File: src/hw/unc_pkg.sv
package unc_pkg;
   // register map
   localparam logic [15:0] NAK_ALL_ADDR = 16'hff61;
   localparam logic [15:0] CTRL_NAK_ADDR = 16'hff60;
   localparam logic [15:0] INT_STAT_ADDR = 16'hff70;
   localparam logic [15:0] INT_CLR_ADDR = 16'hff71;
   localparam logic [15:0] DATA_END_ADDR = 16'hff72;
   localparam logic [15:0] FIFO_CTRL_ADDR = 16'hff73;
   localparam logic [15:0] INT_MASK_ADDR = 16'hff74;
   localparam logic [15:0] EVT_STAT_ADDR = 16'hff75;
   // field positions
   localparam int NAK_ALL_BIT = 0;
   localparam int IN_READY_BIT = 0;
   localparam int OUT_NAK_BIT = 1;
   localparam int OVR_BIT = 0;
   localparam int OVR_CLR_BIT = 0;
   localparam int DATA_END_BIT = 0;
   localparam int RX_CLR_BIT = 0;
   localparam int TX_CLR_BIT = 1;
   // event status bits
   localparam int EV_OVR = 0;
   localparam int EV_RXDONE = 1;
   localparam int EV_TXDONE = 2;
   localparam int EV_NAKALL = 3;
   // reset values
   localparam logic [7:0] NAK_ALL_RST = 8'h00;
   localparam logic [7:0] EV_RST = 8'h00;

   // serial engine events toward the control logic
   typedef struct packed {
      logic setup_pid;    // setup token pid seen
      logic in_token;     // in token to ep0
      logic out_token;    // out token to ep0
      logic out_ok;       // ep0 data received correctly
      logic in_acked;     // ep0 data acked by host
      logic status_stage; // entry to status stage
      logic xfer_end;     // control transfer complete
      logic auto_access;  // engine reads automatic-request data
      logic bus_reset;    // usb bus reset
      logic nak_sent;     // nak being returned to in token
   } unc_sie_t;

   // handshake decisions toward the engine
   typedef struct packed {
      logic nak_in;
      logic nak_out;
      logic send_in;
   } unc_hs_t;

   // register bus request
   typedef struct packed {
      logic [15:0] addr;
      logic [7:0] wdata;
      logic wr;
      logic rd;
   } unc_bus_t;
endpackage

File: src/hw/unc_ep0_ctrl.sv
// Strobed register access was decided locally.
module unc_ep0_ctrl (
   // clock and reset
   input wire logic i_clk,
   input wire logic i_rst,
   // register bus
   input wire logic [15:0] i_addr,
   input wire logic [7:0] i_wdata,
   input wire logic i_wr,
   input wire logic i_rd,
   output logic [7:0] o_rdata,
   // serial engine
   input wire unc_pkg::unc_sie_t i_sie,
   input wire logic i_rx_empty_read,
   output unc_pkg::unc_hs_t o_hs,
   // fifo controls
   output logic o_rx_clear,
   output logic o_tx_clear,
   // interrupt
   output logic o_irq
);
   typedef enum logic [1:0] {
      ST_IDLE = 2'b00,
      ST_DATA = 2'b01,
      ST_STAT = 2'b11
   } unc_xfer_t;

   typedef struct packed {
      unc_xfer_t xfer;
      logic in_ready;
      logic out_nak;
      logic ovr;
      logic seen_setup;
      logic [7:0] evt;
      logic [7:0] mask;
      logic [7:0] rdata;
      logic rx_clear;
      logic tx_clear;
   } unc_st_t;

   unc_st_t st_reg, st_next;
   logic nak_all;
   logic busy;
   logic sync_point;
   logic na_wr;
   logic nak_in_now;

   // byte select of a single bit
   function automatic logic [7:0] bit_at(input int pos, input logic v);
      logic [7:0] r;
      r = 8'h00;
      r[pos] = v;
      return r;
   endfunction

   function automatic logic hit(input logic [15:0] a, input logic [15:0] b);
      return a == b;
   endfunction

   assign busy = (st_reg.xfer != ST_IDLE);
   assign sync_point = !st_reg.seen_setup || i_sie.setup_pid || i_sie.status_stage;
   assign na_wr = i_wr && hit(i_addr, unc_pkg::NAK_ALL_ADDR);
   assign nak_in_now = i_sie.in_token && o_hs.nak_in;

   unc_nak_all u_nak_all (
      .i_clk(i_clk),
      .i_rst(i_rst),
      .i_wr(na_wr),
      .i_val(i_wdata[unc_pkg::NAK_ALL_BIT]),
      .i_busy(busy),
      .i_auto_access(i_sie.auto_access),
      .i_sync_point(sync_point),
      .i_nak_in_now(nak_in_now),
      .o_nak_all(nak_all)
   );

   // next-state logic
   always_comb begin
      st_next = st_reg;
      st_next.rx_clear = 1'b0;
      st_next.tx_clear = 1'b0;
      st_next.rdata = 8'h00;
      // transfer tracking
      if (i_sie.bus_reset) begin
         st_next.xfer = ST_IDLE;
         st_next.seen_setup = 1'b0;
      end else if (i_sie.setup_pid) begin
         st_next.xfer = ST_DATA;
         st_next.seen_setup = 1'b1;
      end else if (i_sie.status_stage) begin
         st_next.xfer = ST_STAT;
      end else if (i_sie.xfer_end) begin
         st_next.xfer = ST_IDLE;
      end
      // zero written to flag-clear bit clears the flag
      if (i_wr && hit(i_addr, unc_pkg::INT_CLR_ADDR) && !i_wdata[unc_pkg::OVR_CLR_BIT]) begin
         st_next.ovr = 1'b0;
      end
      // setup during transfer sets flag, wins over clear
      if (i_sie.setup_pid && busy) begin
         st_next.ovr = 1'b1;
         st_next.evt[unc_pkg::EV_OVR] = 1'b1;
      end
      // firmware register writes
      if (i_wr && hit(i_addr, unc_pkg::CTRL_NAK_ADDR)) begin
         st_next.in_ready = i_wdata[unc_pkg::IN_READY_BIT];
         st_next.out_nak = i_wdata[unc_pkg::OUT_NAK_BIT];
      end
      if (i_wr && hit(i_addr, unc_pkg::INT_MASK_ADDR)) begin
         st_next.mask = i_wdata;
      end
      if (i_wr && hit(i_addr, unc_pkg::DATA_END_ADDR) && i_wdata[unc_pkg::DATA_END_BIT]) begin
         st_next.in_ready = 1'b1;
      end
      if (i_wr && hit(i_addr, unc_pkg::FIFO_CTRL_ADDR)) begin
         st_next.rx_clear = i_wdata[unc_pkg::RX_CLR_BIT];
         st_next.tx_clear = i_wdata[unc_pkg::TX_CLR_BIT];
         if (i_wdata[unc_pkg::RX_CLR_BIT]) begin
            st_next.out_nak = 1'b0;
         end
         if (i_wdata[unc_pkg::TX_CLR_BIT]) begin
            st_next.in_ready = 1'b0;
         end
      end
      if (i_rx_empty_read) begin
         st_next.out_nak = 1'b0;
      end
      if (i_sie.out_ok) begin
         st_next.out_nak = 1'b1;
         st_next.evt[unc_pkg::EV_RXDONE] = 1'b1;
      end
      // in data acked, in-ready falls
      if (i_sie.in_acked) begin
         st_next.in_ready = 1'b0;
         st_next.evt[unc_pkg::EV_TXDONE] = 1'b1;
      end
      if (i_sie.nak_sent && nak_all) begin
         st_next.evt[unc_pkg::EV_NAKALL] = 1'b1;
      end
      // register reads, data one cycle later
      if (i_rd) begin
         unique case (i_addr)
            unc_pkg::NAK_ALL_ADDR: st_next.rdata = bit_at(unc_pkg::NAK_ALL_BIT, nak_all);
            unc_pkg::CTRL_NAK_ADDR:
               st_next.rdata = bit_at(unc_pkg::IN_READY_BIT, st_reg.in_ready)
                  | bit_at(unc_pkg::OUT_NAK_BIT, st_reg.out_nak);
            unc_pkg::INT_STAT_ADDR: st_next.rdata = bit_at(unc_pkg::OVR_BIT, st_reg.ovr);
            unc_pkg::INT_MASK_ADDR: st_next.rdata = st_reg.mask;
            unc_pkg::EVT_STAT_ADDR: begin
               st_next.rdata = st_reg.evt;
               // read clears; events this cycle survive
               st_next.evt = st_next.evt & ~st_reg.evt;
               if (i_sie.setup_pid && busy) begin
                  st_next.evt[unc_pkg::EV_OVR] = 1'b1;
               end
               if (i_sie.out_ok) begin
                  st_next.evt[unc_pkg::EV_RXDONE] = 1'b1;
               end
               if (i_sie.in_acked) begin
                  st_next.evt[unc_pkg::EV_TXDONE] = 1'b1;
               end
               if (i_sie.nak_sent && nak_all) begin
                  st_next.evt[unc_pkg::EV_NAKALL] = 1'b1;
               end
            end
            default: st_next.rdata = 8'h00;
         endcase
      end
   end

   always_ff @(posedge i_clk or posedge i_rst) begin
      if (i_rst) begin
         st_reg <= '{xfer: ST_IDLE, in_ready: 1'b0, out_nak: 1'b0, ovr: 1'b0,
                     seen_setup: 1'b0, evt: unc_pkg::EV_RST, mask: 8'h00,
                     rdata: 8'h00, rx_clear: 1'b0, tx_clear: 1'b0};
      end else begin
         st_reg <= st_next;
      end
   end

   // handshake decisions
   always_comb begin
      // nak-all forces nak; in-ready sends tx data
      o_hs.nak_in = nak_all || !st_reg.in_ready;
      o_hs.send_in = !nak_all && st_reg.in_ready;
      o_hs.nak_out = nak_all || st_reg.out_nak;
   end

   assign o_rdata = st_reg.rdata;
   assign o_rx_clear = st_reg.rx_clear;
   assign o_tx_clear = st_reg.tx_clear;
   assign o_irq = |(st_reg.evt & st_reg.mask);
endmodule

File: src/hw/unc_nak_all.sv
// nak-all bit with pending set/clear arbitration
module unc_nak_all (
   // clock and reset
   input wire logic i_clk,
   input wire logic i_rst,
   // firmware write
   input wire logic i_wr,
   input wire logic i_val,
   // engine state
   input wire logic i_busy,
   input wire logic i_auto_access,
   input wire logic i_sync_point,
   input wire logic i_nak_in_now,
   // bit value
   output logic o_nak_all
);
   typedef struct packed {
      logic bit_v;
      logic pend_set;
      logic pend_clr;
   } unc_na_t;
   unc_na_t st_reg, st_next;

   // pending request resolution
   always_comb begin
      st_next = st_reg;
      if (i_wr) begin
         st_next.pend_set = i_val;
         st_next.pend_clr = !i_val;
      end
      if (!i_auto_access) begin
         // set immediately when idle; else at sync points
         if (st_next.pend_set && (!i_busy || i_sync_point)) begin
            st_next.bit_v = 1'b1;
            st_next.pend_set = 1'b0;
         end
         // clear deferred while naking an in token
         if (st_next.pend_clr && !i_nak_in_now) begin
            st_next.bit_v = 1'b0;
            st_next.pend_clr = 1'b0;
         end
      end
   end

   always_ff @(posedge i_clk or posedge i_rst) begin
      if (i_rst) begin
         st_reg <= '0;
      end else begin
         st_reg <= st_next;
      end
   end

   assign o_nak_all = st_reg.bit_v;
endmodule

File: config.mk
export PLATFORM = sky130hd
export DESIGN_NAME = unc_ep0_ctrl
export DESIGN_NICKNAME = d
export VERILOG_FILES = /design/src/hw/unc_pkg.sv /design/src/hw/unc_ep0_ctrl.sv /design/src/hw/unc_nak_all.sv
export SDC_FILE = /design/constraint.sdc
export NUM_CORES = 1
export LEC_CHECK = 0
export BUFFER_PORTS_ARGS = -buffer_cell sky130_fd_sc_hd__buf_4
export CAP_MARGIN = 20
export CORE_MARGIN = 1
export CORE_UTILIZATION = 51
export CTS_BUF_LIST = sky130_fd_sc_hd__clkbuf_8
export DETAILED_ROUTE_END_ITERATION = 6
export GPL_TIMING_DRIVEN = 1
export HOLD_SLACK_MARGIN = 0.06
export PLACE_DENSITY = 0.79
export SYNTH_ARGS = -nofsm -noshare
export SYNTH_HDL_FRONTEND = slang
export SYNTH_SLANG_ARGS = --single-unit
File: constraint.sdc
create_clock -name i_clk -period 1.3 [get_ports i_clk]
set_input_delay 0.39 -clock i_clk [delete_from_list [all_inputs] [get_ports i_clk]]
set_output_delay 0.39 -clock i_clk [all_outputs]
set_load 0.05 [all_outputs]
==> run metrics <==
status finished, violations left; failing checks negative setup slack; post-synthesis xor/xnor area fraction 0.00587; max frequency between 600 and 700 MHz; DR vias/cell roughly 5.8; row count 19; TritonCTS Buffers 5; #FFs+latches synth 31; Post-synth EDFFs 0; RSZ-0062 raised after global routing true; PortBufs a little over 50; Mapped Nets 173; WP data arrival approximately 1700 ps; Core Area 2760 um^2; Clk pin slew, worst setup/hold paths about 60 ps; power per cell area 856 nW/um^2; crit end category flip-flop; main combinational cell family by area after synthesis simple AND/OR/NAND/NOR gates; clk_skew 5.37 ps; fraction of layout cells with a size suffix above 1 0.564; max-cap viol count 0; routed length per placed instance 18.7 um; Total GRT Usage 0.257; sequential area share after synthesis 0.520; H-tree depth 2; final hold vios 0; Synth Area in Compound Gates 0.119; Final Total Pwr 1.94 mW; Final Cycle Share 1.22; Place WS -525 ps; Placement Cell Area 1970 um^2; Remaining Overflow, GRT 0; Worst Setup Start Kind primary input; global-route wire length before repair ~6100 um; DRT iter0 DRCs 41; CP cell instances buf_6 -> nand4bb_4 -> nor4_1 -> buf_4 -> and3_1 -> and3_1 -> o31ai_1; I/O pin total 53; Post-Synth Adder-Cell Area 0; headroom to the max-slew limit 0.743; # fillers between 150 and 200; DRC Markers 0; # nets final 243; GPL Wtd Cong 0.870; cell leakage power 1.13 nW; Routed Antenna Nets 0; DP HPWL roughly 2700 um; post-layout minimum cycle time 1580 ps; DRT Wirelength ~4400 um; Max Slew Vio Count 0; max FFs per register 18; cell mode on critical path and3_1; Die Area 3140 um^2; Synth warnings 0; chip width 56.1 um; CTS tree built; final instance area 2260 um^2; area of the mapped netlist 1490 um^2; Simple-Gate Fraction of Synth Area 0.214; TritonRoute pass-1 iters 4; Final setup viols 31; vias in the first global route 1342; Final WS setup -284 ps; Setup CP Type primary input to flip-flop; worst-path fanout max 3; post-synthesis mux area share 0.0738; clk sink count 31; Main synth FF type dfrtp_1; Synth Instances ~130; Max clock buf depth 2; Die Height 56.1 um; slowest cell delay on critical path approximately 350 ps; worst endpoint required time 1450 ps; syn avg cell area 11.1 um^2; Antenna Diode Count 0; root buffer cell clkbuf_8; Crit-path slowest cell nor4_1; Starting Density 0.541; VDD IR max approximately 0.0016 V; worst hold-check path type primary input to asynchronous set/reset pin; Yosys cell types 38; worst skew pair latency 270 ps; area added between synthesis and finish 51.8%; DR vias ~1400; Worst-Margin Slew a little under 400 ps; Async SR Flop Fraction 1.00; largest net degree at the start of global routing 32; initial antenna violation count 0
-- per-layer routing --
metal  global-route usage  vias up  share of wire
met5                    0        -              0
met4               0.0767        0          0.020
met3               0.0558       10          0.045
met2                0.464       48           0.56
met1                0.304      675           0.38
li1                     -      622              -
-- stage by stage --
stage / utilization / instances / setup TNS [ps] / hold slack, ps
finish: 0.821 / 235 / -5200 / 204
global route: 0.821 / 235 / -6990 / 235
CTS: 0.780 / 233 / -2890 / 209
detailed placement: 0.713 / 219 / -10600 / 497
global placement: 0.713 / 219 / -9940 / 480
floorplan: - / 134 / -6200 / 453
-- final cells by class --
cell class	count	area (um^2)	area share
sequential	31	776	0.343
multi-input combinational	86	716	0.316
timing repair buffer	75	623	0.275
clock buffer	6	82.6	0.0365
tap	31	38.8	0.0171
inverter	5	22.5	0.00995
clock inverter	1	5.00	0.00221
-- worst max-delay path: cells and delay by family --
family          cells  cell delay [ps]
compound gates      1               80
simple gates        4              980
buf+inv             2              270
-- final timing paths --
path,from,to,slack (ps),depth (start not counted)
max in group asynchronous,i_rst,o_rdata[2]$_DFF_PP0_,810,3
min in group i_clk,i_sie[1],st_reg[30]$_DFFE_PP0P_,290,2
worst min register to register,st_reg[30]$_DFFE_PP0P_,st_reg[30]$_DFFE_PP0P_,510,2
worst max register to register,st_reg[29]$_DFF_PP0_,o_rdata[0]$_DFF_PP0_,-200,6
worst max-delay path,i_addr[7],st_reg[28]$_DFF_PP0_,-280,7
worst min-delay path,i_rst,u_nak_all.o_nak_all$_DFFE_PP0P_,200,3
-- logic make-up (layout without fill, tap and decap cells) --
kind of cell,Yosys count,after routing
muxes,10,10
DFF,31,31
AOI/OAI and AO/OA,26,26
xor gates and xnor gates,1,1
buffers and inverters,17,87
and+or+nand+nor,49,49
-- where the power goes --
group	switching (mW)	internal [mW]	total, mW
logic	0.103	0.123	0.226
clock network	0.319	0.414	0.733
registers	0.00484	0.973	0.978
-- cells in the mapped netlist (all sizes together), types with 2 or more instances --
library cell  instances  area, um^2
or2                   2        12.5
nand4                 2        12.5
a22oi                 5        37.5
a21o                  2        15.0
a22o                  4        35.0
and4b                 2        20.0
a21oi                 7        35.0
and3                  8        50.1
mux2                  8        90.1
nor2                 11        41.3
nor3                  7        51.3
nand2                 8        32.5
mux2i                 2        20.0
dfrtp                31         776
buf                  11        77.6
o21ai                 2        10.0
inv                   5        18.8
-- what timing repair did --
action,CTS,global route
setup endpoints to repair,26,32
pin swaps,2,4
buffers inserted,7,2
gates resized for setup,13,23
hold buffers,0,0
-- placed cells by master, fill, tap and decap left out, types with 4 or more instances in the layout --
cell and instances:
nor3_1 5, mux2_2 7, a21oi_1 7, nor2_1 7
clkbuf_8 6, nand2_1 5, dfrtp_1 31, a22o_1 4
and3_1 5, buf_4 61, buf_6 12
No activity file was read; power rests on OpenSTA's default activity.
